File: src/pkg/pci_cfg_pkg.sv
// Constants and carriers for the first PCI port identity and command/status bank.
// Assumes one clock domain and full 32-bit word accesses on both ports.
package pci_cfg_pkg;
  localparam logic [11:0] IDENTITY_OFFSET = 12'h000;
  localparam logic [11:0] COMMAND_STATUS_OFFSET = 12'h004;

  // Identity reset values, arbitrary neutral codes
  localparam logic [15:0] DEVICE_IDENTIFIER_RESET = 16'hA5A5;
  localparam logic [15:0] VENDOR_IDENTIFIER_RESET = 16'h5A5A;

  // Identity fields
  localparam int DEVICE_ID_LSB = 16;
  localparam int VENDOR_ID_LSB = 0;

  // Command/status bit positions
  localparam int DETECTED_PARITY_BIT = 31;
  localparam int SIGNALED_SYSTEM_ERROR_BIT = 30;
  localparam int RECEIVED_MASTER_ABORT_BIT = 29;
  localparam int RECEIVED_TARGET_ABORT_BIT = 28;
  localparam int SIGNALED_TARGET_ABORT_BIT = 27;
  localparam int DEVSEL_TIMING_LSB = 25;
  localparam int MASTER_DATA_PARITY_BIT = 24;
  localparam int TARGET_FAST_B2B_BIT = 23;
  localparam int CAPABLE_66MHZ_BIT = 21;
  localparam int CAPABILITIES_LIST_BIT = 20;
  localparam int MASTER_FAST_B2B_BIT = 9;
  localparam int SYSTEM_ERROR_ENABLE_BIT = 8;
  localparam int WAIT_CYCLE_BIT = 7;
  localparam int PARITY_RESPONSE_BIT = 6;
  localparam int BUS_MASTER_BIT = 2;
  localparam int MEMORY_SPACE_BIT = 1;

  // Fixed field values and the enable reset value
  localparam logic [1:0] DEVSEL_MEDIUM = 2'h1;
  localparam logic TARGET_FAST_B2B_VALUE = 1'b0;
  localparam logic CAPABLE_66MHZ_VALUE = 1'b1;
  localparam logic MASTER_FAST_B2B_VALUE = 1'b0;
  localparam logic WAIT_CYCLE_VALUE = 1'b0;
  localparam logic ENABLE_RESET = 1'b0;

  // Sticky flag vector, index order
  localparam int FLAG_COUNT = 6;
  localparam int FLAG_MASTER_DATA_PARITY = 0;
  localparam int FLAG_SIGNALED_TARGET_ABORT = 1;
  localparam int FLAG_RECEIVED_TARGET_ABORT = 2;
  localparam int FLAG_RECEIVED_MASTER_ABORT = 3;
  localparam int FLAG_SIGNALED_SYSTEM_ERROR = 4;
  localparam int FLAG_DETECTED_PARITY = 5;
  localparam logic [5:0] FLAGS_RESET = 6'h00;

  // Events raised by the transaction engines, one-cycle pulses
  typedef struct packed {
    logic master_data_parity_error;
    logic target_data_parity_error;
    logic target_address_parity_error;
    logic master_abort_received;
    logic target_abort_received;
    logic target_abort_signaled;
    logic addressed_target_perr;
  } pci_events_t;

  // One register port request
  typedef struct packed {
    logic read;
    logic write;
    logic [11:0] offset;
    logic [31:0] wdata;
  } reg_request_t;

  // Loader contents
  typedef struct packed {
    logic load;
    logic [15:0] device_identifier;
    logic [15:0] vendor_identifier;
    logic bus_master_enable;
    logic memory_space_enable;
  } eeprom_load_t;
endpackage

File: src/rtl/status_flag_bank.sv
// Bank of sticky status flags; set wins over a simultaneous clear.
// Assumes set and clear are synchronous to clk_sys.
`timescale 1ns/100ps
module status_flag_bank (
  // Clock and reset
  input wire logic clk_sys,
  input wire logic reset,
  // Set and clear masks
  input wire logic [pci_cfg_pkg::FLAG_COUNT-1:0] set,
  input wire logic [pci_cfg_pkg::FLAG_COUNT-1:0] clear,
  // Flag state
  output logic [pci_cfg_pkg::FLAG_COUNT-1:0] flags
);
  always_ff @(posedge clk_sys or posedge reset) begin
    if (reset) begin
      flags <= pci_cfg_pkg::FLAGS_RESET;
    end else begin
      flags <= (flags & ~clear) | set;
    end
  end
endmodule

File: src/rtl/pci_cfg_id_and_status.sv
// Identity and command/status registers of the first PCI port header.
// Assumes requests and events synchronous to clk_sys, the port clock.
`timescale 1ns/100ps
module pci_cfg_id_and_status (
  // Clock and port reset
  input wire logic clk_sys,
  input wire logic reset,
  // Power-up strap
  input wire logic primary_interface_strap,
  // PCI side register port
  input wire pci_cfg_pkg::reg_request_t pci_request,
  output logic [31:0] pci_rdata,
  // Processor bus side register port
  input wire pci_cfg_pkg::reg_request_t pb_request,
  output logic [31:0] pb_rdata,
  // Loader
  input wire pci_cfg_pkg::eeprom_load_t eeprom,
  // Transaction engine events
  input wire pci_cfg_pkg::pci_events_t events,
  // Controls and signals to the engines
  output logic bus_master_enable,
  output logic memory_space_enable,
  output logic parity_response_enable,
  output logic system_error_report_enable,
  output logic serr_assert,
  output logic perr_assert
);
  logic [15:0] device_identifier;
  logic [15:0] vendor_identifier;
  logic capabilities_list_present;
  logic strap_taken;
  logic [pci_cfg_pkg::FLAG_COUNT-1:0] flags;
  logic [pci_cfg_pkg::FLAG_COUNT-1:0] flag_set;
  logic [pci_cfg_pkg::FLAG_COUNT-1:0] flag_clear;
  logic pci_csr_write;
  logic pb_csr_write;
  logic pb_id_write;
  logic serr_cause;
  logic [31:0] csr_word;
  logic [31:0] id_word;

  function automatic logic [pci_cfg_pkg::FLAG_COUNT-1:0] w1c_mask(input logic [31:0] d);
    logic [pci_cfg_pkg::FLAG_COUNT-1:0] m;
    m = '0;
    m[pci_cfg_pkg::FLAG_MASTER_DATA_PARITY] = d[pci_cfg_pkg::MASTER_DATA_PARITY_BIT];
    m[pci_cfg_pkg::FLAG_SIGNALED_TARGET_ABORT] = d[pci_cfg_pkg::SIGNALED_TARGET_ABORT_BIT];
    m[pci_cfg_pkg::FLAG_RECEIVED_TARGET_ABORT] = d[pci_cfg_pkg::RECEIVED_TARGET_ABORT_BIT];
    m[pci_cfg_pkg::FLAG_RECEIVED_MASTER_ABORT] = d[pci_cfg_pkg::RECEIVED_MASTER_ABORT_BIT];
    m[pci_cfg_pkg::FLAG_SIGNALED_SYSTEM_ERROR] = d[pci_cfg_pkg::SIGNALED_SYSTEM_ERROR_BIT];
    m[pci_cfg_pkg::FLAG_DETECTED_PARITY] = d[pci_cfg_pkg::DETECTED_PARITY_BIT];
    return m;
  endfunction

  function automatic logic [31:0] read_word(input logic [11:0] offset, input logic [31:0] idw,
                                            input logic [31:0] csr);
    if (offset == pci_cfg_pkg::IDENTITY_OFFSET) begin
      return idw;
    end else if (offset == pci_cfg_pkg::COMMAND_STATUS_OFFSET) begin
      return csr;
    end
    return 32'h0000_0000;
  endfunction

  assign pci_csr_write = pci_request.write &&
                         pci_request.offset == pci_cfg_pkg::COMMAND_STATUS_OFFSET;
  assign pb_csr_write = pb_request.write &&
                        pb_request.offset == pci_cfg_pkg::COMMAND_STATUS_OFFSET;
  assign pb_id_write = pb_request.write && pb_request.offset == pci_cfg_pkg::IDENTITY_OFFSET;
  // Target address parity reported only with both enables
  assign serr_cause = events.target_address_parity_error && system_error_report_enable &&
                      parity_response_enable;

  always_comb begin
    flag_set = '0;
    flag_set[pci_cfg_pkg::FLAG_DETECTED_PARITY] = events.master_data_parity_error ||
      events.target_data_parity_error || events.target_address_parity_error;
    flag_set[pci_cfg_pkg::FLAG_SIGNALED_SYSTEM_ERROR] = serr_cause;
    flag_set[pci_cfg_pkg::FLAG_RECEIVED_MASTER_ABORT] = events.master_abort_received;
    flag_set[pci_cfg_pkg::FLAG_RECEIVED_TARGET_ABORT] = events.target_abort_received;
    flag_set[pci_cfg_pkg::FLAG_SIGNALED_TARGET_ABORT] = events.target_abort_signaled;
    flag_set[pci_cfg_pkg::FLAG_MASTER_DATA_PARITY] = parity_response_enable &&
      (events.master_data_parity_error || events.addressed_target_perr);
    // Only ones clear; zeros leave flags alone
    flag_clear = (pci_csr_write ? w1c_mask(pci_request.wdata) : '0) |
                 (pb_csr_write ? w1c_mask(pb_request.wdata) : '0);
  end

  status_flag_bank flag_bank (
    .clk_sys(clk_sys),
    .reset(reset),
    .set(flag_set),
    .clear(flag_clear),
    .flags(flags)
  );

  // Identity: processor writes only, PCI writes dropped
  always_ff @(posedge clk_sys or posedge reset) begin
    if (reset) begin
      device_identifier <= pci_cfg_pkg::DEVICE_IDENTIFIER_RESET;
      vendor_identifier <= pci_cfg_pkg::VENDOR_IDENTIFIER_RESET;
    end else if (pb_id_write) begin
      device_identifier <= pb_request.wdata[pci_cfg_pkg::DEVICE_ID_LSB +: 16];
      vendor_identifier <= pb_request.wdata[pci_cfg_pkg::VENDOR_ID_LSB +: 16];
    end else if (eeprom.load) begin
      device_identifier <= eeprom.device_identifier;
      vendor_identifier <= eeprom.vendor_identifier;
    end
  end

  // Command enables; processor write wins over PCI write
  always_ff @(posedge clk_sys or posedge reset) begin
    if (reset) begin
      bus_master_enable <= pci_cfg_pkg::ENABLE_RESET;
      memory_space_enable <= pci_cfg_pkg::ENABLE_RESET;
      parity_response_enable <= pci_cfg_pkg::ENABLE_RESET;
      system_error_report_enable <= pci_cfg_pkg::ENABLE_RESET;
    end else if (pb_csr_write || pci_csr_write) begin
      bus_master_enable <= pb_csr_write ? pb_request.wdata[pci_cfg_pkg::BUS_MASTER_BIT]
                                        : pci_request.wdata[pci_cfg_pkg::BUS_MASTER_BIT];
      memory_space_enable <= pb_csr_write ? pb_request.wdata[pci_cfg_pkg::MEMORY_SPACE_BIT]
                                          : pci_request.wdata[pci_cfg_pkg::MEMORY_SPACE_BIT];
      parity_response_enable <= pb_csr_write ?
        pb_request.wdata[pci_cfg_pkg::PARITY_RESPONSE_BIT] :
        pci_request.wdata[pci_cfg_pkg::PARITY_RESPONSE_BIT];
      system_error_report_enable <= pb_csr_write ?
        pb_request.wdata[pci_cfg_pkg::SYSTEM_ERROR_ENABLE_BIT] :
        pci_request.wdata[pci_cfg_pkg::SYSTEM_ERROR_ENABLE_BIT];
    end else if (eeprom.load) begin
      bus_master_enable <= eeprom.bus_master_enable;
      memory_space_enable <= eeprom.memory_space_enable;
    end
  end

  // Strap caught on first edge after reset release
  always_ff @(posedge clk_sys or posedge reset) begin
    if (reset) begin
      strap_taken <= 1'b0;
      capabilities_list_present <= 1'b0;
    end else if (!strap_taken) begin
      strap_taken <= 1'b1;
      capabilities_list_present <= primary_interface_strap;
    end
  end

  // Error signalling pulses to the bus drivers
  always_ff @(posedge clk_sys or posedge reset) begin
    if (reset) begin
      serr_assert <= 1'b0;
      perr_assert <= 1'b0;
    end else begin
      serr_assert <= serr_cause;
      perr_assert <= parity_response_enable &&
        (events.master_data_parity_error || events.target_data_parity_error);
    end
  end

  always_comb begin
    id_word = {device_identifier, vendor_identifier};
    csr_word = 32'h0000_0000;
    csr_word[pci_cfg_pkg::DETECTED_PARITY_BIT] = flags[pci_cfg_pkg::FLAG_DETECTED_PARITY];
    csr_word[pci_cfg_pkg::SIGNALED_SYSTEM_ERROR_BIT] =
      flags[pci_cfg_pkg::FLAG_SIGNALED_SYSTEM_ERROR];
    csr_word[pci_cfg_pkg::RECEIVED_MASTER_ABORT_BIT] =
      flags[pci_cfg_pkg::FLAG_RECEIVED_MASTER_ABORT];
    csr_word[pci_cfg_pkg::RECEIVED_TARGET_ABORT_BIT] =
      flags[pci_cfg_pkg::FLAG_RECEIVED_TARGET_ABORT];
    csr_word[pci_cfg_pkg::SIGNALED_TARGET_ABORT_BIT] =
      flags[pci_cfg_pkg::FLAG_SIGNALED_TARGET_ABORT];
    csr_word[pci_cfg_pkg::DEVSEL_TIMING_LSB +: 2] = pci_cfg_pkg::DEVSEL_MEDIUM;
    csr_word[pci_cfg_pkg::MASTER_DATA_PARITY_BIT] = flags[pci_cfg_pkg::FLAG_MASTER_DATA_PARITY];
    csr_word[pci_cfg_pkg::TARGET_FAST_B2B_BIT] = pci_cfg_pkg::TARGET_FAST_B2B_VALUE;
    csr_word[pci_cfg_pkg::CAPABLE_66MHZ_BIT] = pci_cfg_pkg::CAPABLE_66MHZ_VALUE;
    csr_word[pci_cfg_pkg::CAPABILITIES_LIST_BIT] = capabilities_list_present;
    csr_word[pci_cfg_pkg::MASTER_FAST_B2B_BIT] = pci_cfg_pkg::MASTER_FAST_B2B_VALUE;
    csr_word[pci_cfg_pkg::SYSTEM_ERROR_ENABLE_BIT] = system_error_report_enable;
    csr_word[pci_cfg_pkg::WAIT_CYCLE_BIT] = pci_cfg_pkg::WAIT_CYCLE_VALUE;
    csr_word[pci_cfg_pkg::PARITY_RESPONSE_BIT] = parity_response_enable;
    csr_word[pci_cfg_pkg::BUS_MASTER_BIT] = bus_master_enable;
    csr_word[pci_cfg_pkg::MEMORY_SPACE_BIT] = memory_space_enable;
  end

  // Read data registered, one cycle after the read strobe
  always_ff @(posedge clk_sys or posedge reset) begin
    if (reset) begin
      pci_rdata <= 32'h0000_0000;
      pb_rdata <= 32'h0000_0000;
    end else begin
      if (pci_request.read) begin
        pci_rdata <= read_word(pci_request.offset, id_word, csr_word);
      end
      if (pb_request.read) begin
        pb_rdata <= read_word(pb_request.offset, id_word, csr_word);
      end
    end
  end
endmodule

File: config.mk
export PLATFORM = sky130hd
export DESIGN_NAME = pci_cfg_id_and_status
export DESIGN_NICKNAME = d
export VERILOG_FILES = /design/src/pkg/pci_cfg_pkg.sv /design/src/rtl/status_flag_bank.sv /design/src/rtl/pci_cfg_id_and_status.sv
export SDC_FILE = /design/constraint.sdc
export NUM_CORES = 1
export LEC_CHECK = 0
export ABC_AREA = 1
export ABC_CLOCK_PERIOD_IN_PS = 5300
export BUFFER_PORTS_ARGS = -buffer_cell sky130_fd_sc_hd__buf_2
export CELL_PAD_IN_SITES_DETAIL_PLACEMENT = 0
export CELL_PAD_IN_SITES_GLOBAL_PLACEMENT = 1
export CORE_MARGIN = 5
export CORE_UTILIZATION = 36
export CTS_BUF_LIST = sky130_fd_sc_hd__clkbuf_4 sky130_fd_sc_hd__clkbuf_8
export CTS_CLUSTER_DIAMETER = 200
export DETAILED_ROUTE_END_ITERATION = 7
export PLACE_DENSITY = 0.95
export SLEW_MARGIN = 15
export SYNTH_ARGS = -nofsm -noshare
export SYNTH_HDL_FRONTEND = slang
export SYNTH_SLANG_ARGS = --single-unit
File: constraint.sdc
create_clock -name clk_sys -period 5.3 [get_ports clk_sys]
set_input_delay 1.325 -clock clk_sys [delete_from_list [all_inputs] [get_ports clk_sys]]
set_output_delay 1.325 -clock clk_sys [all_outputs]
set_load 0.01 [all_outputs]
### Word level (Yosys, flattened, before mapping)

Index checks and enable logic that the tools add are counted.
W data, S select, Z words.

* logic and storage cells: 60
* input port bits: 137
* register bits: 110
* output and inout port bits: 70

* reductions and logical operators: 15
* multiplexer cells: 26
* eq/ne operators: 2
* bitwise logic cells: 4

Operators with widths (count)
* $mux W32: 6
* $mux W16: 4
* $eq A12 B3 Y1 const B: 2
* $logic_not A12 Y1: 2
* $mux W1: 14
* $mux W6: 2
* $or A6 B6 Y6: 2
* $logic_and A1 B1 Y1: 7
* $and A6 B6 Y6: 1
* $not A6 Y6: 1
* $logic_or A1 B1 Y1: 4
* $reduce_bool A2 Y1: 2

### Depth between registers and ports, before layout

Gate-level depths: netlist of the first run.

* depth after elaboration: 7
* mapped depth: 9
* mapped depth without buffers: 9

### Modules after synthesis

From an unflattened synthesis of the first run, not the netlist that was laid out.

* cell total of the unflattened synthesis: 614
* area total of the unflattened synthesis: 5114.9 um2

Modules (own cells, without submodules)
* pci_cfg_id_and_status: sequential area each 2622.5 um2, times used 1, cells each 583, area an instance 4870.9 um2
* status_flag_bank: sequential area each 150.1 um2, times used 1, cells each 31, area an instance 244.0 um2

### Worst setup path after synthesis of the first run

OpenSTA, ideal clock, no wires.

* path kind: input -> register
* from: input pb_request[33] (netlist name)
* to: register vendor_identifier[10]
* arrival: 2.378 ns
* path slack: 2.797 ns
* library setup time: 0.125 ns
* buffers on the path: 2
* cell stages on the path: 7
* path through: or2_1 > nor3_4 > nand3_2 > buf_2 > buf_2 > nand3_1 > nand3_1

* longest elaborated chain between the ends: 3

Ends and longest elaborated chain
* from (decl): line pci_cfg_id_and_status.sv:14 `input wire pci_cfg_pkg::reg_request_t pb_request,`
* $logic_not A12 Y1 *: line pci_cfg_id_and_status.sv:68 `assign pb_id_write = pb_request.write && pb_request.offset == pci_cfg_pkg::IDENTITY_OFFSET;`
* $logic_and A1 B1 Y1 *: line pci_cfg_id_and_status.sv:68
* $mux W16 / $reduce_bool A2 Y1 (equally long branches)
* to (signal assigned): line pci_cfg_id_and_status.sv:100 `vendor_identifier <= pci_cfg_pkg::VENDOR_IDENTIFIER_RESET;`
* to (signal assigned): line pci_cfg_id_and_status.sv:103 `vendor_identifier <= pb_request.wdata[pci_cfg_pkg::VENDOR_ID_LSB +: 16];`
* to (signal assigned): line pci_cfg_id_and_status.sv:106 `vendor_identifier <= eeprom.vendor_identifier;`
* to (decl): line pci_cfg_id_and_status.sv:29 `logic [15:0] vendor_identifier;`

Every way passes the cells marked *; elsewhere a longest branch is shown, timed or not.
A chain may end at the register's enable or synchronous reset.

### Final worst setup path of the first run

* from: input pb_request[33] (netlist name)
* to: register device_identifier[10]

* longest elaborated chain between the ends: 3

Ends and longest elaborated chain
* $logic_not A12 Y1 *: line pci_cfg_id_and_status.sv:68
* $logic_and A1 B1 Y1 *: line pci_cfg_id_and_status.sv:68
* $mux W16 / $reduce_bool A2 Y1 (equally long branches)
* to (signal assigned): line pci_cfg_id_and_status.sv:99 `device_identifier <= pci_cfg_pkg::DEVICE_IDENTIFIER_RESET;`
* to (signal assigned): line pci_cfg_id_and_status.sv:102 `device_identifier <= pb_request.wdata[pci_cfg_pkg::DEVICE_ID_LSB +: 16];`
* to (signal assigned): line pci_cfg_id_and_status.sv:105 `device_identifier <= eeprom.device_identifier;`
* to (decl): line pci_cfg_id_and_status.sv:28 `logic [15:0] device_identifier;`

Marks and branches as above.

==> impl_metrics.toml, run 1 <==
[power_and_ir_drop]
power.static_leakage_uw = 0.00324
combPwrFrac_pct = 11.4
overall_power_consumption_uw = 1620
p_per_cell_area_nw_per_um2 = 257
switching_share_pct = 25.8
power.clock.fraction_pct = 32.2
p_int_uw = 1200
worst_vdd_ir_uv = 107
net_switching_power_uw = 416
seq_power_share_pct = 56.4

[finish]
finalInstanceArea_um2 = 6300
fin_nets = 895
area_growth_syn_to_layout_pct = 25.1
drive_gt1_share_pct = 30.5

[clock_tree]
hold_fix_buffer_count_after_cts = 0
tritoncts_num_sinks = 110
cts-root-buf = "clkbuf_8"
h-tree-depth = 3
clk-insertion-delay-late_ns = 0.38
tritoncts.num_buffers = 9
worst_setup_hold_path_clk_slew_ns = 0.10
tritoncts_clock_tree = "done"
cts_resized = 0
cts_max_path_buffers = 2
post_cts.repair.setup_buffers = 0

[yosys]
mapped_cell_area_um2 = 5040
synthesis.area_per_instance_um2 = 8.55
synth_top_cell_area_share_pct = 46.7
synth_cells = 589
synth_cell_types = 25
postSynthRegisterBits = 110
netlist_top_cells_area = "dfrtp_1, nand3_1, nand2_1, dfstp_2, o31ai_1"
yosysWarningCount = 0
synth-edff-count = 0
yosysTopAreaCell = "dfrtp_1"
post_synthesis_async_set_or_reset_flop_share_pct = 100
main_flop_type_after_synthesis = "dfrtp_1"
syn-num-nets = 726
synth_sequential_area_ratio_pct = 55.0

[global_route]
antenna_found_initial = 2
global_route_wire_length_before_repair_um = 24400
grt_max_degree = 68
globalRouteOverflowTotal = 0
grt_pass1_vias = 4668
total_grt_usage_pct = 19.0

[place]
finalWeightedCongestion = 0.811
post_dp_cell_area_um2 = 6100
io_buffers = 184
place_hpwl_um = 11200

[drt]
final_antenna_net_count = 0
drc_errors = 0
detailroute.via_count = 4834
route.final.wire_length_um = 15500
drt-wirelength-per-cell_um = 16.5
firstDrtPassIters = 5
drt_iter0_markers = 399
post_drt_via_cell_ratio = 5.12

[timing]
rsz0062_at_grt = "false"
hold_violation_total_from_the_final_report = 0
timing.final.crit_period_ns = 3.39
maxSlewHeadroom_pct = 50.2
fin_worst_skew_ns = 0.00767
setup_violations = 0
min_period_over_period_pct = 63.9
timing.setup.tns_ns = 0
timing.final.max_slew_violations = 0
max_slew.worst_pin.slew_ns = 0.744
achievable-frequency_ghz = 0.295

[setup_path]
timing.rr.start = "vendor_identifier[6]"
worstPathMaxFanout = 67
kind_of_launch_point_of_the_worst_setup_path = "input pin"
worstRegToRegCells = 4
critical_path_required_time_ns = 5.62
r2r_slack_ns = 4.22
rr_endpoint = "pb_rdata[6]"
critPathCaptureType = "flip-flop"
criticalPathCategory = "input pin to flip-flop"
critical_path_arrival_ns = 3.71

[die]
dieHeight_um = 128
ios = 207
fp.dieW_um = 128
initial_core_util_pct = 36.4
design.die.area_um2 = 16500
std_cell_rows = 43
placeableCoreArea_um2 = 13800

[min_path]
startpoint_of_the_most_critical_hold_path = "pci_rdata[17]"
min_delay_path_depth = 2
min_to = "pci_rdata[17]"
hp-class = "flip-flop to flip-flop"

[flow_run]
max_cap_viol_count = 0

[status]
outcome = "completed"
## state kept, by name (all words and copies together), names as in the netlist
signal                      count
pb_rdata                       32
pci_rdata                      32
device_identifier              16
vendor_identifier              16
flag_bank.flags                 6
bus_master_enable               1
capabilities_list_present       1
memory_space_enable             1
parity_response_enable          1
perr_assert                     1
serr_assert                     1
strap_taken                     1
system_error_report_enable      1
## placed cells by master, fill, tap and decap left out
cell type	n
a21oi_1	5
buf_2	184
buf_4	9
bufinv_16	1
clkbuf_4	2
clkbuf_8	10
clkinv_1	6
clkinv_2	2
clkinvlp_4	1
conb_1	1
dfrtp_1	94
dfstp_2	16
diode_2	1
inv_1	53
inv_4	1
mux2_2	1
nand2_1	122
nand2_2	2
nand3_1	150
nand3_2	2
nand4_1	1
nor2_1	22
nor2_4	1
nor3_1	1
nor3_4	1
o211ai_1	12
o21ai_0	32
o31ai_1	30
or2_1	1
## stage by stage
| stage | hold slack (ns) | setup slack (ns) | util, % | instances |
|---|---|---|---|---|
| after global placement | 0.459 | 1.56 | 44.1 | 927 |
| after global routing | 0.501 | 1.75 | 45.6 | 944 |
| after floorplan | 0.477 | 1.10 | - | 589 |
| after detailed placement | 0.467 | 1.55 | 44.1 | 927 |
| after CTS | 0.491 | 1.97 | 45.6 | 943 |
| final | 0.483 | 1.91 | 45.6 | 944 |
## Yosys cell counts, types with 2 or more instances
cell type and count:
nor2_1 22, nand2_2 2, inv_1 54, o31ai_1 30, dfrtp_1 94, o21ai_0 32, nand2_1 122, o211ai_1 12
clkinv_1 6, buf_2 10, nand3_1 150, a21oi_1 5, buf_1 5, clkbuf_1 18, dfstp_2 16, nand3_2 2
## worst max-delay path by stage
stage	startpoint	end	slack, ns	cells past startpoint
floorplan	reset	bus_master_enable	1.10	1
global placement	pb_request[33]	device_identifier[7]	1.56	9
detailed placement	pb_request[33]	vendor_identifier[13]	1.55	9
CTS	pb_request[33]	device_identifier[10]	1.97	9
global route	pb_request[33]	device_identifier[1]	1.75	9
finish	pb_request[33]	device_identifier[10]	1.91	9
## power by group through the flow
stage / Combinational [uW] / Sequential [uW] / Clock, uW
3_5_place_dp: 188 / 928 / 0
3_3_place_gp: 185 / 926 / 0
2_1_floorplan: 88.3 / 928 / 0
6_report: 184 / 912 / 521
5_1_grt: 209 / 917 / 568
4_1_cts: 188 / 912 / 536
## critical path, stage by stage
cell,delay [ns]
buf_2,0.09
or2_1,0.26
nor3_4,0.58
nand3_2,0.11
buf_4,0.38
inv_1,0.38
buf_4,0.36
nand2_1,0.11
nand3_1,0.09
## final cells by class
class	instances	area, um^2
Clock buffer	12	153
Fill cell	1396	7530
Antenna cell	1	2.50
Timing Repair Buffer	193	988
Multi-Input combinational cell	384	1880
Inverter	60	228
Clock inverter	4	47.5
Sequential cell	110	2770
Tap cell	180	225
## cell families after synthesis
logic type	synth area share, %
AOI/OAI and AO/OA	9.94
buffers and inverters	7.55
DFF	55.0
muxes	0.224
other	0.0744
and+or+nand+nor	27.2
## routing by layer
| layer | vias up | share of wire, % | track usage, % |
|---|---|---|---|
| li1 | 2306 | - | - |
| met1 | 2301 | 42 | 24.7 |
| met2 | 199 | 48 | 30.4 |
| met3 | 26 | 7.7 | 4.50 |
| met4 | 2 | 2.4 | 7.62 |
| met5 | - | 0.045 | 0 |
No activity file was read; power rests on OpenSTA's default activity.
==> run 2, diff against run 1 <==
--- a/config.mk
+++ b/config.mk
@@ -5,17 +5,17 @@
 export SDC_FILE = /design/constraint.sdc
 export NUM_CORES = 1
 export LEC_CHECK = 0
-export ABC_AREA = 1
-export ABC_CLOCK_PERIOD_IN_PS = 5300
+export ABC_AREA = 0
+export ABC_CLOCK_PERIOD_IN_PS = 3200
 export BUFFER_PORTS_ARGS = -buffer_cell sky130_fd_sc_hd__buf_2
 export CELL_PAD_IN_SITES_DETAIL_PLACEMENT = 0
 export CELL_PAD_IN_SITES_GLOBAL_PLACEMENT = 1
 export CORE_MARGIN = 5
-export CORE_UTILIZATION = 36
+export CORE_UTILIZATION = 37
 export CTS_BUF_LIST = sky130_fd_sc_hd__clkbuf_4 sky130_fd_sc_hd__clkbuf_8
 export CTS_CLUSTER_DIAMETER = 200
 export DETAILED_ROUTE_END_ITERATION = 7
-export PLACE_DENSITY = 0.95
+export PLACE_DENSITY = 0.94
 export SLEW_MARGIN = 15
 export SYNTH_ARGS = -nofsm -noshare
 export SYNTH_HDL_FRONTEND = slang
==> constraint.sdc (replaced) <==
create_clock -name clk_sys -period 3.2 [get_ports clk_sys]
set_input_delay 0.8 -clock clk_sys [delete_from_list [all_inputs] [get_ports clk_sys]]
set_output_delay 0.8 -clock clk_sys [all_outputs]
set_load 0.01 [all_outputs]
==> run 2 against run 1 <==
Against the previous run: power rose by 60%; routed wire length fell by 13%; final area fell by 2.5%; clock skew rose by 0.0087 ns; sequential share of layout area rose by 1.1 points; area after synthesis fell by 4.6%; combinational power rose by 39%; via count fell by 20%; sequential power rose by 63%.
==> impl_metrics.toml, run 2 <==
[status]
outcome = "completed"

[drt]
drt_iter0_markers = 187
route.final.wire_length_um = 13600
post_drt_via_cell_ratio = 5.07
drt-wirelength-per-cell_um = 17.8
drc_errors = 0
firstDrtPassIters = 4
detailroute.via_count = 3858
final_antenna_net_count = 0

[setup_path]
cpPeakStageDelay_ns = 0.67
worstPathMaxFanout = 64
critPathSlowestCell = "or4_2"
cell_by_cell_listing_of_the_critical_path = "buf_2, or4_1, or4_2, buf_4, nor2_1, a21oi_1"
critical_path_arrival_ns = 2.75
critPathCaptureType = "flip-flop"
criticalPathCategory = "input pin to flip-flop"
crit_path_start = "pb_request[41]"
r2r_slack_ns = 2.07
critical_path_required_time_ns = 3.42
worstRegToRegCells = 2
crit_path_end = "vendor_identifier[13]"
timing.rr.start = "parity_response_enable"
kind_of_launch_point_of_the_worst_setup_path = "input pin"
rr_endpoint = "parity_response_enable"

[power_and_ir_drop]
worst_vdd_ir_uv = 214
power.static_leakage_uw = 0.00341
p_per_cell_area_nw_per_um2 = 420

[timing]
achievable-frequency_ghz = 0.396
setup_violations = 0
timing.setup.tns_ns = 0
rsz0062_at_grt = "false"
max_slew.worst_pin.slew_ns = 0.648
min_period_over_period_pct = 79.0
fin_worst_skew_ns = 0.0163
maxSlewHeadroom_pct = 56.8
timing.final.crit_period_ns = 2.53
timing.final.max_slew_violations = 0
hold_violation_total_from_the_final_report = 0

[clock_tree]
post_cts.repair.setup_buffers = 0
cts-root-buf = "clkbuf_8"
h-tree-depth = 3
clk-insertion-delay-late_ns = 0.38
hold_fix_buffer_count_after_cts = 0
tritoncts_clock_tree = "done"
cts_resized = 0
worst_setup_hold_path_clk_slew_ns = 0.10
tritoncts_num_sinks = 110
tritoncts.num_buffers = 9
cts_max_path_buffers = 2

[finish]
ff_latch_area_um2 = 2770
area_used_by_multi_input_combinational_logic_um2 = 1890
finalInstanceArea_um2 = 6140
insertedDiodeCount = 0
layout.cells.most_common_list = "buf_2, dfrtp_1, mux2i_1, a22o_1, nor2_1"
fin_cells = 761
area_growth_syn_to_layout_pct = 27.8
mostFrequentLayoutCell = "buf_2"
drive_gt1_share_pct = 43.0
layout_top_registers = "pb_rdata: 32 flops, pci_rdata: 32 flops"
filler_cell_count = 1201
fin_nets = 722

[yosys]
netlist_top_cells_area = "dfrtp_1, mux2i_1, dfstp_2, a22o_1, a21o_1"
yosysWarningCount = 0
yosysTopAreaCell = "dfrtp_1"
synth.most_common_cell = "dfrtp_1"
netlist_top_cells_count = "dfrtp_1, mux2i_1, a22o_1"
synth-edff-count = 0
mapped_cell_area_um2 = 4800
synth_top_cell_area_share_pct = 49.0
synth_cells = 406
postSynthRegisterBits = 110
syn-num-nets = 543
synth_cell_types = 32
synthesis.area_per_instance_um2 = 11.8
post_synthesis_async_set_or_reset_flop_share_pct = 100
synth_sequential_area_ratio_pct = 57.7
main_flop_type_after_synthesis = "dfrtp_1"

[die]
design.die.area_um2 = 15400
fp.dieW_um = 124
placeableCoreArea_um2 = 12700
dieHeight_um = 124
std_cell_rows = 41
ios = 207
initial_core_util_pct = 37.9

[global_route]
global_route.usage.met3_pct = 4.31
gr-usage-met2_pct = 29.6
globalRoute.busiestLayer = "met2"
total_grt_usage_pct = 17.9
grt_max_degree = 111
grt_use_met1_pct = 23.1
grt_pass1_vias = 4013
antenna_found_initial = 0
global_route_wire_length_before_repair_um = 20900
globalRouteOverflowTotal = 0

[min_path]
hp-class = "flip-flop to flip-flop"

[flow_run]
max_cap_viol_count = 0

[place]
numPlacedInstances = 746
finalWeightedCongestion = 0.781
place_hpwl_um = 9880
io_buffers = 184
post_dp_cell_area_um2 = 5950
## run 2: cell count changes after synthesis, moves of 7 or more
cell      previous run  this run
nor3_1               1        23
mux2_2               1         8
nor2_1              22        36
o31ai_1             30         2
a22o_1               0        38
inv_1               54         3
o211ai_1            12         0
a21oi_1              5        32
nand3_1            150         0
o21ai_0             32         3
mux2i_1              0        55
a21o_1               0        23
nand2_1            122        16
## run 2: power by group
part / switching [uW] / total, uW / internal [uW]
clock network: 451 / 837 / 386
registers: 36.9 / 1490 / 1450
logic: 134 / 256 / 121
total: 623 / 2580 / 1960
## run 2: routing by layer
layer | vias up | routed length [um] | share of wire, %
li1 | 1827 | - | -
met1 | 1886 | 5920 | 44
met2 | 133 | 6490 | 48
met3 | 12 | 998 | 7.4
met4 | 0 | 174 | 1.3
met5 | - | 0 | 0
## run 2: kinds of logic after synthesis
group / Yosys count / share of synthesized area (%)
buffers and inverters: 35 / 3.15
other: 1 / 0.0781
DFF: 110 / 57.7
muxes: 63 / 13.3
AOI/OAI and AO/OA: 106 / 16.1
and+or+nand+nor: 91 / 9.66
## run 2: final cells by class
class	count	area share [%]
inverters	5	0.367
repair buffers	198	17.1
well taps	172	3.50
multi-input cells	261	30.7
flip-flops and latches	110	45.1
clock inverters	4	0.774
clock buffers	11	2.36
## run 2: worst max-delay path, delay by kind of cell
kind            cells  cell delay [ns]
compound gates      1             0.06
buf+inv             2             0.44
simple gates        3             1.42
## run 2: worst min-delay path by stage
| stage | start | endpoint | slack (ns) | cells past startpoint |
|---|---|---|---|---|
| floorplan | strap_taken | capabilities_list_present | 0.48 | 1 |
| global placement | pci_rdata[31] | pci_rdata[31] | 0.46 | 1 |
| detailed placement | pci_rdata[29] | pci_rdata[29] | 0.47 | 1 |
| CTS | pci_rdata[29] | pci_rdata[29] | 0.49 | 1 |
| global route | pci_rdata[29] | pci_rdata[29] | 0.51 | 1 |
| finish | pci_rdata[29] | pci_rdata[29] | 0.48 | 1 |
## run 2: stage by stage
step                      setup slack (ns)  utilization [%]  total power, uW  hold WS, ns
after floorplan                      0.569                -             1650        0.477
after global placement               0.342             47.0             1760        0.462
after detailed placement             0.284             47.0             1780        0.465
after CTS                            0.695             48.5             2620        0.490
after global routing                 0.618             48.5             2720        0.509
final                                0.672             48.5             2580        0.480
==> run 3, diff against run 2 <==
--- a/config.mk
+++ b/config.mk
@@ -6,7 +6,7 @@
 export NUM_CORES = 1
 export LEC_CHECK = 0
 export ABC_AREA = 0
-export ABC_CLOCK_PERIOD_IN_PS = 3200
+export ABC_CLOCK_PERIOD_IN_PS = 2400
 export BUFFER_PORTS_ARGS = -buffer_cell sky130_fd_sc_hd__buf_2
 export CELL_PAD_IN_SITES_DETAIL_PLACEMENT = 0
 export CELL_PAD_IN_SITES_GLOBAL_PLACEMENT = 1
==> constraint.sdc (replaced) <==
create_clock -name clk_sys -period 2.4 [get_ports clk_sys]
set_input_delay 0.6 -clock clk_sys [delete_from_list [all_inputs] [get_ports clk_sys]]
set_output_delay 0.6 -clock clk_sys [all_outputs]
set_load 0.01 [all_outputs]
==> run 3 against run 2 <==
Against the previous run: non-clock buffer count increased by 9; critical path depth is the same; sequential power increased by 34%; combinational power up 37%; highest routed layer unchanged; critical path type unchanged.
==> impl_metrics.toml, run 3 (same netlist as run 2, synthesis figures left out) <==
[setup_path]
timing.critical_path.max_delay_family = "simple AND/OR/NAND/NOR gates"
rr_endpoint = "parity_response_enable"
criticalPathCategory = "input pin to flip-flop"
r2r_slack_ns = 1.29
critical_path_arrival_ns = 2.44
critical_path_required_time_ns = 2.65
cell_by_cell_listing_of_the_critical_path = "buf_2, or4_1, or4_2, buf_12, nor2_1, a21oi_1"
cpPeakStageDelay_ns = 0.71
kind_of_launch_point_of_the_worst_setup_path = "input pin"
critPathCaptureType = "flip-flop"
worstPathMaxFanout = 64
critPathSlowestCell = "or4_2"
critical_path.n_buffers_inverters = 2
timing.rr.start = "parity_response_enable"
worstRegToRegCells = 2

[clock_tree]
cts_max_path_buffers = 2
worst_setup_hold_path_clk_slew_ns = 0.10
cts-root-buf = "clkbuf_8"
hold_fix_buffer_count_after_cts = 0
cts_resized = 0
h-tree-depth = 3
tritoncts_num_sinks = 110
tritoncts_clock_tree = "done"
tritoncts.num_buffers = 9
clk-insertion-delay-late_ns = 0.38
post_cts.repair.setup_buffers = 0

[place]
post_dp_cell_area_um2 = 6070
io_buffers = 184
finalWeightedCongestion = 0.815
place_hpwl_um = 10200

[drt]
final_antenna_net_count = 0
drt_iter0_markers = 146
drc_errors = 0
detailroute.via_count = 3896
drt-wirelength-per-cell_um = 17.8
route.final.wire_length_um = 13700
firstDrtPassIters = 6
post_drt_via_cell_ratio = 5.06

[die]
ios = 207
fp.dieW_um = 124
std_cell_rows = 41
initial_core_util_pct = 37.9
placeableCoreArea_um2 = 12700
design.die.area_um2 = 15400
dieHeight_um = 124

[timing]
fin_worst_skew_ns = 0.00865
rsz0062_at_grt = "false"
achievable-frequency_ghz = 0.456
max_slew.worst_pin.slew_ns = 0.547
timing.setup.tns_ns = 0
setup_violations = 0
timing.final.crit_period_ns = 2.19
maxSlewHeadroom_pct = 63.5
timing.final.max_slew_violations = 0
min_period_over_period_pct = 91.3
fin_worst_hold_slack_ns = 0.312
hold_violation_total_from_the_final_report = 0

[status]
outcome = "completed"

[global_route]
total_grt_usage_pct = 18.2
grt_max_degree = 67
global_route.usage.met3_pct = 4.68
globalRoute.busiestLayer = "met2"
antenna_found_initial = 0
grt_pass1_vias = 4080
grt_use_met1_pct = 23.7
global_route_wire_length_before_repair_um = 21300
globalRouteOverflowTotal = 0
gr-usage-met2_pct = 29.9

[power_and_ir_drop]
p_per_cell_area_nw_per_um2 = 540
worst_vdd_ir_uv = 236
overall_power_consumption_uw = 3370
power.static_leakage_uw = 0.00346

[finish]
layout.cells.most_common_list = "buf_2, dfrtp_1, mux2i_1, a22o_1, nor2_1"
fin_nets = 731
finalInstanceArea_um2 = 6240
area_growth_syn_to_layout_pct = 29.8
insertedDiodeCount = 0
drive_gt1_share_pct = 43.8
layout_top_registers = "pb_rdata: 32 flops, pci_rdata: 32 flops"
mostFrequentLayoutCell = "buf_2"

[min_path]
hp-class = "input pin to async pin"

[flow_run]
max_cap_viol_count = 0
==> run 3: worst reg2reg max path, stage by stage (launching register included) <==
cell	delay (ns)
dfrtp_1	0.47
mux2_2	0.29
mux2_2	0.25
==> run 3: power breakdown <==
part | internal, uW | switching (uW)
sequential | 1930 | 51.0
clock | 434 | 602
combinational | 168 | 181
==> run 3: worst max path at each step <==
stage,from,end,slack [ns],cells after the start
2_1_floorplan,pci_request[38],parity_response_enable,-0.03,4
3_3_place_gp,pb_request[41],vendor_identifier[13],-0.11,6
4_1_cts,pb_request[41],vendor_identifier[0],0.24,6
6_report,pb_request[41],vendor_identifier[0],0.21,6
5_1_grt,pb_request[41],vendor_identifier[0],0.18,6
3_5_place_dp,pb_request[41],vendor_identifier[0],-0.19,6
==> run 3: final cells by class <==
cell class | count | area [um^2]
Inverter | 5 | 22.5
Clock buffer | 13 | 160
Tap cell | 172 | 215
Fill cell | 1194 | 6430
Multi-Input combinational cell | 261 | 1890
Sequential cell | 110 | 2770
Timing Repair Buffer | 207 | 1170
Clock inverter | 2 | 10.0
==> run 3: routing by layer <==
| layer | vias up | part of all wire (%) |
|---|---|---|
| li1 | 1850 | - |
| met1 | 1887 | 44 |
| met2 | 142 | 48 |
| met3 | 17 | 7.0 |
| met4 | 0 | 1.5 |
| met5 | - | 0 |
==> run 3: per-stage QoR <==
step,util (%),std cells,setup slack (ns)
after floorplan,-,406,-0.0308
final,49.2,770,0.209
after CTS,49.2,770,0.237
after global placement,47.9,755,-0.111
after detailed placement,47.9,755,-0.186
after global routing,49.2,770,0.182
